===== config.mk =====
export PLATFORM = sky130hd
export DESIGN_NAME = port_global_config
export DESIGN_NICKNAME = d
export VERILOG_FILES = /design/src/core/port_cfg_pkg.sv /design/src/core/port_global_config.sv /design/src/core/ext_irq_detect.sv
export SDC_FILE = /design/constraint.sdc
export NUM_CORES = 1
export LEC_CHECK = 0
export BUFFER_PORTS_ARGS = -buffer_cell sky130_fd_sc_hd__buf_2
export CORE_MARGIN = 2
export CORE_UTILIZATION = 38
export CTS_BUF_LIST = sky130_fd_sc_hd__clkbuf_16
export DETAILED_ROUTE_END_ITERATION = 10
export GPL_ROUTABILITY_DRIVEN = 0
export SLEW_MARGIN = 20
export SYNTH_ARGS = -nofsm -noshare
export SYNTH_HDL_FRONTEND = slang
export SYNTH_SLANG_ARGS = --single-unit

===== constraint.sdc =====
create_clock -name clk -period 3.5 [get_ports clk]
set_input_delay 0.175 -clock clk [delete_from_list [all_inputs] [get_ports clk]]
set_output_delay 0.175 -clock clk [all_outputs]
set_load 0.05 [all_outputs]

===== src/core/port_cfg_pkg.sv =====
// constants shared by the port global configuration block
package port_cfg_pkg;
   // ----------------------------------------
   // register addresses (ALL, SET, CLR)
   // ----------------------------------------
   localparam logic [31:0] ADDR_CTRL_A = 32'h4002A000;
   localparam logic [31:0] ADDR_CTRL_B = 32'h4002A010;
   localparam logic [31:0] ADDR_XBAR_A = 32'h4002A020;
   localparam logic [31:0] ADDR_KEY = 32'h4002A030;
   localparam logic [31:0] ADDR_PHASE = 32'h4002A040;
   localparam logic [31:0] ADDR_LATCH = 32'h4002A050;
   localparam logic [31:0] ADDR_PGMASK = 32'h4002A060;
   localparam logic [31:0] ADDR_SKIP = 32'h4002A070;
   localparam logic [31:0] OFS_SET = 32'h00000004;
   localparam logic [31:0] OFS_CLR = 32'h00000008;
   // ----------------------------------------
   // global_control_a fields
   // ----------------------------------------
   localparam int POS_DONE = 31;
   localparam int POS_TMR_HI = 28;
   localparam int POS_TMR_LO = 24;
   localparam int POS_B_EN = 15;
   localparam int POS_B_MD = 13;
   localparam int POS_B_POL = 12;
   localparam int POS_B_SEL = 8;
   localparam int POS_A_EN = 7;
   localparam int POS_A_MD = 5;
   localparam int POS_A_POL = 4;
   localparam int POS_A_SEL = 0;
   localparam logic [31:0] CTRL_A_RW_MASK = 32'h1F00FFFF;
   localparam logic [31:0] CTRL_A_RESET = 32'h80000000;
   // ----------------------------------------
   // global_control_b fields
   // ----------------------------------------
   localparam int POS_LOCK = 31;
   localparam int POS_LPT_SEL = 12;
   localparam int POS_PM_EN = 9;
   localparam int POS_SPI_B = 8;
   localparam int POS_SWV = 2;
   localparam int POS_TRACE = 1;
   localparam int POS_SCAN = 0;
   localparam logic [31:0] CTRL_B_RW_MASK = 32'h80001307;
   localparam logic [31:0] CTRL_B_RESET = 32'h00000001;
   // ----------------------------------------
   // crossbar_a_routing fields
   // ----------------------------------------
   localparam int POS_XBAR_EN = 31;
   localparam logic [31:0] XBAR_RW_MASK = 32'h807FFFFF;
   localparam logic [31:0] XBAR_RESET = 32'h00000000;
   // ----------------------------------------
   // detect modes, keys, lock states
   // ----------------------------------------
   typedef enum logic [1:0] {
      MODE_LEVEL = 2'h0,
      MODE_EDGE = 2'h1,
      MODE_BOTH = 2'h2,
      MODE_RSVD = 2'h3
   } detect_mode_t;
   localparam logic [7:0] KEY_FIRST = 8'hA5;
   localparam logic [7:0] KEY_SECOND = 8'hF1;
   localparam logic [1:0] LOCK_STAT_NONE = 2'h0;
   localparam logic [1:0] LOCK_STAT_ONE = 2'h1;
   localparam logic [1:0] LOCK_STAT_OPEN = 2'h2;
   localparam int LATCH_W = 16;
   localparam logic [15:0] LATCH_RESET = 16'hFFFF;
   localparam int TMR_W = 5;
endpackage


===== src/core/port_global_config.sv =====
// global port-bank configuration block with two external interrupts
// What this block does
// - mode 10 flags both edges and ignores polarity.
// - mode 00 detects pin level, sense set by polarity.
// - mode 01 detects one edge type per polarity; 11 reserved.
// - polarity 0 means low or falling, 1 means high or rising.
// - channel enables at bit 7 and bit 15.
// - four-bit pin selects at 3:0 and 11:8 pick one of 16.
// - channel a banks 0 and 1, channel b banks 2 and 3.
// - pin selection only observes, never affects crossbar routing.
// - edge modes set pending once per qualifying edge.
// - level mode pending follows the active input level.
// - done flag resets to 1, cleared by phase write, set on expiry.
// - while busy, masked latch and phase bits ignore writes.
// - bits 28:24 hold the pulse delay count.
// - lock bit blocks writes to control b, crossbar, skip registers.
// - bit 9 enables pin compare logic; no register access depends on it.
// - bit 12 selects low power timer output pin.
// - bit 8 connects second SPI unit to fixed pins.
// - bits 0,1,2 pin out scan, trace, viewer; scan resets 1.
// - bit 31 enables crossbar a, reset 0.
// - bits 22,21,20 route clock/16, converter trigger, timer input.
// - base plus 4 sets bits, base plus 8 clears bits, for control a, control b and crossbar only.
`timescale 1ns/10ps
`default_nettype none
module port_global_config
   import port_cfg_pkg::*;
(
   // clock and reset
   input wire logic clk,
   input wire logic rst_b,
   // register port
   input wire logic reg_wr,
   input wire logic reg_rd,
   input wire logic [31:0] reg_addr,
   input wire logic [31:0] reg_wdata,
   output logic [31:0] reg_rdata,
   // port bank pins observed by the interrupt channels
   input wire logic [11:0] bank0_pins,
   input wire logic [3:0] bank1_pins,
   input wire logic [7:0] bank2_pins,
   input wire logic [7:0] bank3_pins,
   // interrupt requests
   output logic ext_irq_chan_a,
   output logic ext_irq_chan_b,
   // routing and configuration outputs
   output logic [15:0] bank_zero_output_latch,
   output logic [15:0] crossbar_skip_mask,
   output logic pin_compare_enable,
   output logic lowpower_timer_out_select,
   output logic spi_b_fixed_pins,
   output logic scan_port_pinout,
   output logic trace_port_pinout,
   output logic wire_viewer_pinout,
   output logic crossbar_a_enable,
   output logic bus_clock_div_out_enable,
   output logic converter_trigger_route,
   output logic timer_b_ext_input_route,
   output logic [19:0] crossbar_a_low_enables
);
   // ------------------------------------------
   // state
   // ------------------------------------------
   logic [31:0] ctrl_a_reg, ctrl_a_next;
   logic [31:0] ctrl_b_reg, ctrl_b_next;
   logic [31:0] xbar_reg, xbar_next;
   logic [31:0] phase_reg, phase_next;
   logic [15:0] latch_reg, latch_next;
   logic [15:0] pgmask_reg, pgmask_next;
   logic [15:0] skip_reg, skip_next;
   logic [4:0] tmr_reg, tmr_next;
   logic [1:0] key_reg, key_next;
   logic [31:0] rdata_reg, rdata_next;

   // decoded write kinds
   logic [31:0] base;
   logic is_set, is_clr, is_all;
   logic wr_ca, wr_cb, wr_xb, wr_key, wr_ph, wr_lt, wr_pm, wr_sk;
   logic locked, busy;

   // ------------------------------------------
   // address decode
   // ------------------------------------------
   function automatic logic [31:0] apply(input logic [31:0] cur, input logic [31:0] wd,
                                        input logic s, input logic c);
      logic [31:0] r;
      r = wd;
      if (s) begin
         r = cur | wd;
      end else if (c) begin
         r = cur & ~wd;
      end
      return r;
   endfunction

   always_comb begin
      is_set = 1'b0;
      is_clr = 1'b0;
      base = reg_addr;
      if ((reg_addr & 32'h0000000F) == OFS_SET) begin
         is_set = 1'b1;
         base = reg_addr - OFS_SET;
      end else if ((reg_addr & 32'h0000000F) == OFS_CLR) begin
         is_clr = 1'b1;
         base = reg_addr - OFS_CLR;
      end
      is_all = ~is_set & ~is_clr;
      wr_ca = reg_wr && base == ADDR_CTRL_A;
      wr_cb = reg_wr && base == ADDR_CTRL_B;
      wr_xb = reg_wr && base == ADDR_XBAR_A;
      wr_key = reg_wr && is_all && base == ADDR_KEY;
      wr_ph = reg_wr && is_all && base == ADDR_PHASE;
      wr_lt = reg_wr && is_all && base == ADDR_LATCH;
      wr_pm = reg_wr && is_all && base == ADDR_PGMASK;
      wr_sk = reg_wr && is_all && base == ADDR_SKIP;
   end

   // lock applies only while lock bit set and not opened by the key
   assign locked = ctrl_b_reg[POS_LOCK] && key_reg != LOCK_STAT_OPEN;
   assign busy = ~ctrl_a_reg[POS_DONE];

   // ------------------------------------------
   // lock key sequencing
   // ------------------------------------------
   always_comb begin
      key_next = key_reg;
      if (wr_key) begin
         if (key_reg == LOCK_STAT_OPEN) begin
            key_next = LOCK_STAT_NONE;
         end else if (key_reg == LOCK_STAT_NONE && reg_wdata[7:0] == KEY_FIRST) begin
            key_next = LOCK_STAT_ONE;
         end else if (key_reg == LOCK_STAT_ONE && reg_wdata[7:0] == KEY_SECOND) begin
            key_next = LOCK_STAT_OPEN;
         end else begin
            key_next = LOCK_STAT_NONE;
         end
      end else if ((wr_cb || wr_xb || wr_sk) && key_reg == LOCK_STAT_OPEN) begin
         key_next = LOCK_STAT_NONE;
      end
   end

   // ------------------------------------------
   // control registers
   // ------------------------------------------
   // the lock write itself is allowed through when unlocked
   always_comb begin
      ctrl_a_next = ctrl_a_reg;
      ctrl_b_next = ctrl_b_reg;
      xbar_next = xbar_reg;
      skip_next = skip_reg;
      pgmask_next = pgmask_reg;
      if (wr_ca) begin
         ctrl_a_next = (apply(ctrl_a_reg, reg_wdata, is_set, is_clr) & CTRL_A_RW_MASK)
                       | (ctrl_a_reg & ~CTRL_A_RW_MASK);
      end
      if (wr_cb && !locked) begin
         ctrl_b_next = apply(ctrl_b_reg, reg_wdata, is_set, is_clr) & CTRL_B_RW_MASK;
      end
      if (wr_xb && !locked) begin
         xbar_next = apply(xbar_reg, reg_wdata, is_set, is_clr) & XBAR_RW_MASK;
      end
      if (wr_sk && !locked) begin
         skip_next = reg_wdata[15:0];
      end
      if (wr_pm) begin
         pgmask_next = reg_wdata[15:0];
      end
      // done flag: expiry wins over a phase write landing in the same cycle
      if (busy && tmr_reg == 5'h00) begin
         ctrl_a_next[POS_DONE] = 1'b1;
      end else if (wr_ph) begin
         ctrl_a_next[POS_DONE] = 1'b0;
      end
   end

   // ------------------------------------------
   // pulse generator
   // ------------------------------------------
   // delay is count plus one cycles, loaded at the phase write
   always_comb begin
      phase_next = phase_reg;
      latch_next = latch_reg;
      tmr_next = tmr_reg;
      // a busy phase write never restarts the timer
      // and must not swallow the phase 1 update at expiry
      if (wr_ph && !busy) begin
         phase_next = reg_wdata;
         latch_next = (reg_wdata[15:0] & pgmask_reg) | (latch_reg & ~pgmask_reg);
         tmr_next = ctrl_a_reg[POS_TMR_HI:POS_TMR_LO];
      end else if (busy) begin
         if (wr_ph) begin
            phase_next = (reg_wdata & ~{pgmask_reg, pgmask_reg})
                         | (phase_reg & {pgmask_reg, pgmask_reg});
         end
         if (tmr_reg == 5'h00) begin
            latch_next = (phase_reg[31:16] & pgmask_reg) | (latch_reg & ~pgmask_reg);
         end else begin
            tmr_next = tmr_reg - 5'h01;
         end
      end
      if (wr_lt) begin
         if (busy) begin
            latch_next = (reg_wdata[15:0] & ~pgmask_reg) | (latch_next & pgmask_reg);
         end else begin
            latch_next = reg_wdata[15:0];
         end
      end
   end

   // ------------------------------------------
   // read path
   // ------------------------------------------
   always_comb begin
      rdata_next = 32'h00000000;
      if (reg_rd) begin
         unique case (reg_addr)
            ADDR_CTRL_A: rdata_next = ctrl_a_reg;
            ADDR_CTRL_B: rdata_next = ctrl_b_reg;
            ADDR_XBAR_A: rdata_next = xbar_reg;
            ADDR_KEY: rdata_next = {30'h0, key_reg};
            ADDR_PHASE: rdata_next = phase_reg;
            ADDR_LATCH: rdata_next = {16'h0000, latch_reg};
            ADDR_PGMASK: rdata_next = {16'h0000, pgmask_reg};
            ADDR_SKIP: rdata_next = {16'h0000, skip_reg};
            default: rdata_next = 32'h00000000;
         endcase
      end
   end

   always_ff @(posedge clk or negedge rst_b) begin
      if (!rst_b) begin
         ctrl_a_reg <= CTRL_A_RESET;
         ctrl_b_reg <= CTRL_B_RESET;
         xbar_reg <= XBAR_RESET;
         phase_reg <= 32'h00000000;
         latch_reg <= LATCH_RESET;
         pgmask_reg <= 16'h0000;
         skip_reg <= 16'h0000;
         tmr_reg <= 5'h00;
         key_reg <= LOCK_STAT_NONE;
         rdata_reg <= 32'h00000000;
      end else begin
         ctrl_a_reg <= ctrl_a_next;
         ctrl_b_reg <= ctrl_b_next;
         xbar_reg <= xbar_next;
         phase_reg <= phase_next;
         latch_reg <= latch_next;
         pgmask_reg <= pgmask_next;
         skip_reg <= skip_next;
         tmr_reg <= tmr_next;
         key_reg <= key_next;
         rdata_reg <= rdata_next;
      end
   end

   // ------------------------------------------
   // interrupt channels
   // ------------------------------------------
   ext_irq_detect u_chan_a (
      .clk(clk),
      .rst_b(rst_b),
      .cand_pins({bank1_pins, bank0_pins}),
      .enable(ctrl_a_reg[POS_A_EN]),
      .detect_mode(ctrl_a_reg[POS_A_MD+1:POS_A_MD]),
      .polarity(ctrl_a_reg[POS_A_POL]),
      .pin_select(ctrl_a_reg[POS_A_SEL+3:POS_A_SEL]),
      .pending(ext_irq_chan_a)
   );

   ext_irq_detect u_chan_b (
      .clk(clk),
      .rst_b(rst_b),
      .cand_pins({bank3_pins, bank2_pins}),
      .enable(ctrl_a_reg[POS_B_EN]),
      .detect_mode(ctrl_a_reg[POS_B_MD+1:POS_B_MD]),
      .polarity(ctrl_a_reg[POS_B_POL]),
      .pin_select(ctrl_a_reg[POS_B_SEL+3:POS_B_SEL]),
      .pending(ext_irq_chan_b)
   );

   // ------------------------------------------
   // outputs
   // ------------------------------------------
   assign reg_rdata = rdata_reg;
   assign bank_zero_output_latch = latch_reg;
   assign crossbar_skip_mask = skip_reg;
   assign pin_compare_enable = ctrl_b_reg[POS_PM_EN];
   assign lowpower_timer_out_select = ctrl_b_reg[POS_LPT_SEL];
   assign spi_b_fixed_pins = ctrl_b_reg[POS_SPI_B];
   assign scan_port_pinout = ctrl_b_reg[POS_SCAN];
   assign trace_port_pinout = ctrl_b_reg[POS_TRACE];
   assign wire_viewer_pinout = ctrl_b_reg[POS_SWV];
   assign crossbar_a_enable = xbar_reg[POS_XBAR_EN];
   assign bus_clock_div_out_enable = xbar_reg[22];
   assign converter_trigger_route = xbar_reg[21];
   assign timer_b_ext_input_route = xbar_reg[20];
   assign crossbar_a_low_enables = xbar_reg[19:0];
endmodule // port_global_config
`default_nettype wire


===== src/core/ext_irq_detect.sv =====
// one external interrupt channel: pin select, sync and detection
`timescale 1ns/10ps
`default_nettype none
module ext_irq_detect
   import port_cfg_pkg::*;
(
   // clock and reset
   input wire logic clk,
   input wire logic rst_b,
   // candidate pins, asynchronous
   input wire logic [15:0] cand_pins,
   // configuration
   input wire logic enable,
   input wire logic [1:0] detect_mode,
   input wire logic polarity,
   input wire logic [3:0] pin_select,
   // result
   output logic pending
);
   logic sync1_reg, sync1_next;
   logic sync2_reg, sync2_next;
   logic prev_reg, prev_next;
   logic pend_reg, pend_next;
   logic act_lvl;

   // ------------------------------------------
   // detection
   // ------------------------------------------
   // select only observes the pin, never drives it
   always_comb begin
      sync1_next = cand_pins[pin_select];
      sync2_next = sync1_reg;
      prev_next = sync2_reg;
      act_lvl = polarity ? sync2_reg : ~sync2_reg;
      pend_next = 1'b0;
      // a select change can look like an edge; software should re-arm
      if (enable) begin
         unique case (detect_mode)
            MODE_LEVEL: pend_next = act_lvl;
            MODE_EDGE: pend_next = (sync2_reg != prev_reg) && act_lvl;
            MODE_BOTH: pend_next = sync2_reg != prev_reg;
            MODE_RSVD: pend_next = 1'b0;
         endcase
      end
   end

   always_ff @(posedge clk or negedge rst_b) begin
      if (!rst_b) begin
         sync1_reg <= 1'b0;
         sync2_reg <= 1'b0;
         prev_reg <= 1'b0;
         pend_reg <= 1'b0;
      end else begin
         sync1_reg <= sync1_next;
         sync2_reg <= sync2_next;
         prev_reg <= prev_next;
         pend_reg <= pend_next;
      end
   end

   assign pending = pend_reg; // one cycle per qualifying edge in modes 01 and 10, follows the level in 00
endmodule // ext_irq_detect
`default_nettype wire


Yosys cells after proc, flatten, opt, wreduce, memory -nomap -nowiden. Index checks and enable logic that the tools add are counted.

Input port bits: 100. Output and inout port bits: 96. Logic and storage cells: 159. Register bits after elaboration: 190.

Equal/unequal tests: 33. Order comparisons: 2. Multiplexer cells: 43. $add $sub $neg: 3. Bitwise gates (word level): 27. Reduce and logical (&&, ||, !) cells: 32.

Operator list (number): == test 32 x 31 -> 1 bit (second input constant) (16); two-way mux 32 bit (11); one-hot mux 32 bit (8 select lines) (1); AND 32 bit (4); OR 32 bit (3); two-way mux 29 bit (3); AND 16 bit (5); two-way mux 16 bit (5); inverter 32 bit (2); OR 16 bit (3); OR 29 x 32 -> 32 bit (1); subtractor 32 x 3 -> 32 bit (second input constant) (1); subtractor 32 x 4 -> 32 bit (second input constant) (1); AND 29 bit (1); OR 29 bit (1); logical AND 1 bit (20); == test 8 bit (second input constant) (2); inverter 16 bit (1); two-way mux 5 bit (3); two-way mux 1 bit (11); == test 2 bit (second input constant) (5); less-than comparator 4 x 5 -> 1 bit (second input constant) (2); two-way mux 2 bit (5); binary-select mux 1 bit (select 4 bit) (2); other kinds (17) (31).

Depth between registers and ports, before layout.
Depth in word-level cells: 13. Mapped depth: 12. Gate-level depth less buffers: 10.

Cells and area by module. A second synthesis with hierarchy kept.

Cell total of the unflattened synthesis: 981. Area total of the unflattened synthesis: 10008.3 um^2.

By module, submodules not included: port_global_config (times used 1, cells an instance 939, area each 9450.3 um^2); ext_irq_detect (times used 2, cells an instance 21, area each 279.0 um^2).

Worst setup path before layout. Ideal clock, no wire load.

Kind: input -> register. Start: in reg_addr[3]. End: reg phase_reg[10]. Setup slack: 0.345 ns. Stages: 12. Arrival time: 3.030 ns. Cell sequence: inv_1 ha_1 buf_2 or3b_4 and2_4 or3_1 o31a_1 nor4_4 nand3_2 buf_2 a21oi_2 mux2_2.

Cells in the longest elaborated chain, start to end: 10. Elaborated cells between the ends (all ways): 20. Classes of those cells: add/sub (2); eq/ne (4); mux (6); bitwise (3); reduce/logical (5).

RTL lines: start: declaration (line port_global_config.sv:35) `input wire logic [31:0] reg_addr,`; parallel branches: the longest is 6 deep, another holds subtractor 32 x 4 -> 32 bit; logical AND 1 bit * (line port_global_config.sv:112) `wr_ph = reg_wr && is_all && base == ADDR_PHASE;`; logical AND 1 bit (line port_global_config.sv:186) `if (wr_ph && !busy) begin`; inequality test 2 x 1 -> 1 bit (no line) or nonzero test 2 bit (tied branches); AND reduction 2 bit (no line); end signal: assignment (line port_global_config.sv:246) `phase_reg <= phase_next;`; end: declaration (line port_global_config.sv:67) `logic [31:0] phase_reg, phase_next;`.

Mark *: on every way between the ends. A chain may end at the register's enable or synchronous reset.

Worst setup path in the final report.
Start: in reg_addr[2]. End: reg phase_reg[11].

The elaborated chain is that of the path after synthesis.

==> results.md <==
* Worst Setup SP: reg_addr[2]
* Sequential cell area at 4530 um2
* Hold Violations, Final at 0
* Bufs on Longest Clock Path at 2
* FF-to-FF Start: tmr_reg[0]$_DFFE_PN0P_
* Floorplan die height at 164 um
* Critical path depth at 12
* Root Buffer: clkbuf_16
* DRT iter0 DRCs at 718
* Largest net degree at the start of global routing at 82
* Final slew viol count at 0
* Netlist cell types at 62
* Startpoint types: input pin
* Global-route wire length before repair at 48.2 mm
* Setup TNS at 0 ps
* Crit share post-route at 86.9%
* Top cell type's share of synthesized area at 41.5%
* Largest area contributor in the netlist: dfrtp_1
* Worst r2r path cells at 9
* M1 GR Usage at 33.7%
* Die Wd at 164 um
* Sequential fraction of the synthesis area at 46.3%
* Critical path's top delay family: simple AND/OR/NAND/NOR gates
* # DRC at 0
* PortBufs at 195
* Area of the multi-input gates at 4840 um2
* Placed Cells at 1,438
* Worst-skew pair later-pin latency at 430 ps
* Cell area after synthesis at 9780 um2
* WP buf/inv at 3
* Synthesized Nets at 1,044
* Hold WC Path Type: in2reg
* Cell Rows at 58
* H-tree Lvls at 4
* Synth Instances at 939
* Die area at 27,000 um2
* VDD IR max at 0.243 mV
* Outcome: finished clean
* Worst path required time at 3810 ps
* DRT Wirelength at 31.3 mm
* Clock sink count at 180
* Most used routing layer: met2
* Number of synthesized flops with an enable pin at 0
* Core box area at 25,300 um2
* Worst Path Max Fanout at 10
* Overflow after GRT at 0
* Grt met2 use at 37.5%
* Worst-Margin Slew at 784 ps
* Min Tclk post-route at 3040 ps
* Vias/cell at 5.76
* Num CTS Buffers at 17
* Ys flop type: dfrtp_1
* Initial core utilization at 38.7%
* Final Power at 0.00409 W
* Slowest CP cell: or3b_4
* Post-synthesis register bit count at 180
* Final std cells w/o fill at 1,478
* Power Density at 345 nW/um2
* Count leader, synth: dfrtp_1
* Async set-or-reset flop fraction in the synthesized netlist at 100%
* Clock-pin slew on the worst setup and hold paths at 70 ps
* Synth warn at 0
* # Post-CTS Setup Buffers at 0
* Arrival time at the worst endpoint at 3350 ps
* Mapped Avg Cell Area at 10.4 um2
* CP endpoint kind: flip-flop
* CP peak stage delay at 410 ps
* Synth top area cells: dfrtp_1 (41%), mux2_2 (7.6%), mux4_2 (6.5%)
* First-pass DRT Iterations at 5
* Leakage at 5.36 nW
* Top Ports at 196
* Max_slew headroom at 47.7%
* Setup-failing EPs final at 0
* Layout area overhead at 21.1%
* R2R Setup Slk at 1160 ps
* Critical-path cell list: buf_2 -> inv_1 -> ha_1 -> or3b_4 -> and2_4 -> or3_1 -> o31a_1 -> nor4_4 -> nand3_2 -> buf_4 -> a21oi_2 -> mux2_2
* ANT nets after route at 0
* CTS tree: done
* Layout cells sized above 1 at 34.2%
* Number of diodes at 0
* Max-Cap Viols at 0
* Worst r2r dst: bank_zero_output_latch[14]$_DFF_PN1_
* CP Class: in2reg
* HPWL after DPL at 21.9 mm
* Nets@finish at 1,240
* Initial antenna violation count at 1
* Fill cells at 2,430
* Clock Skews at 12.7 ps
* Total GRT Usage at 23.5%
* Vias at 8,511
* Synth cell count leaders: dfrtp_1 (162), o21ai_0 (97), nor2_1 (69)
* DR WL/cell at 21.2 um
* Number of global-route vias before repair at 8,275
* FMAX at 329 MHz
* Worst Setup EP: phase_reg[11]$_DFFE_PN0P_
* Unrepaired setup endpoints after global routing: no
* Met3 Track Usage GR at 4.14%
-- tightest hold or removal path, cell delays in order --
cell     delay (ps)
buf_2           110
inv_1            40
o21ai_0          70
-- worst min path at each step --
stage                             start                           endpoint  cells after the start
after floorplan                   rst_b  crossbar_skip_mask[0]$_DFFE_PN0P_                      0
after global placement            rst_b            reg_rdata[10]$_DFF_PN0_                      1
after detailed placement          rst_b            reg_rdata[10]$_DFF_PN0_                      1
after CTS                 reg_wdata[17]          phase_reg[17]$_DFFE_PN0P_                      2
after global routing      reg_wdata[17]          phase_reg[17]$_DFFE_PN0P_                      2
final                     reg_wdata[16]           xbar_reg[16]$_DFFE_PN0P_                      3
-- placed cells by master (no fill, tap or decap), types with 26 or more instances in the layout --
master	instances
buf_2	194
dfrtp_1	162
o21ai_0	97
nor2_1	69
mux2_2	66
nand2_1	58
inv_1	45
buf_4	35
a21oi_1	33
nand3_1	29
mux2i_1	28
mux4_2	28
nand4_1	26
-- per-layer routing --
| metal | share of wire [%] | vias to the layer above | wire length (um) |
|---|---|---|---|
| met5 | 0 | - | 0 |
| met4 | 1.0 | 0 | 327 |
| met3 | 7.7 | 24 | 2420 |
| met2 | 46 | 344 | 14400 |
| met1 | 45 | 4252 | 14200 |
| li1 | - | 3891 | - |
-- metrics by stage --
stage          setup WS (ps)  hold slack, ps  util (%)  instance area (um2)
6_report                 460            12.4      46.9                11800
5_1_grt                  303            7.13      46.9                11800
4_1_cts                  452            1.99      46.9                11800
3_5_place_dp           0.149             279      44.6                11300
3_3_place_gp            79.2             284      44.6                11300
2_1_floorplan            345            -121         -                 9780
-- logic make-up (layout without fill, tap and decap cells) --
| family | count (synthesis) | after routing | share of synthesized area, % |
|---|---|---|---|
| xor+xnor | 10 | 10 | 0.896 |
| buf+inv | 106 | 315 | 4.24 |
| compound gates | 260 | 260 | 17.2 |
| simple gates | 256 | 256 | 13.8 |
| fa+ha+maj | 5 | 5 | 0.640 |
| flops | 180 | 180 | 46.3 |
| mux | 122 | 122 | 16.9 |
-- report_power, final --
part	switching [W]	internal, W
Combinational	0.000202	0.000106
Sequential	0.00000296	0.00208
Clock	0.000808	0.000886
-- repair_timing --
item | CTS | global route
hold buffers | 8 | 0
gates resized for setup | 0 | 0
endpoints found under the hold margin | 75 | 0
-- final cells by class --
type | instances | area share (%)
Tap cell | 330 | 3.49
Clock inverter | 15 | 0.655
Multi-Input combinational cell | 653 | 40.9
Inverter | 41 | 1.30
Clock buffer | 17 | 3.59
Timing Repair Buffer | 242 | 11.9
Sequential cell | 180 | 38.2
(Power assumes the default switching activity.)
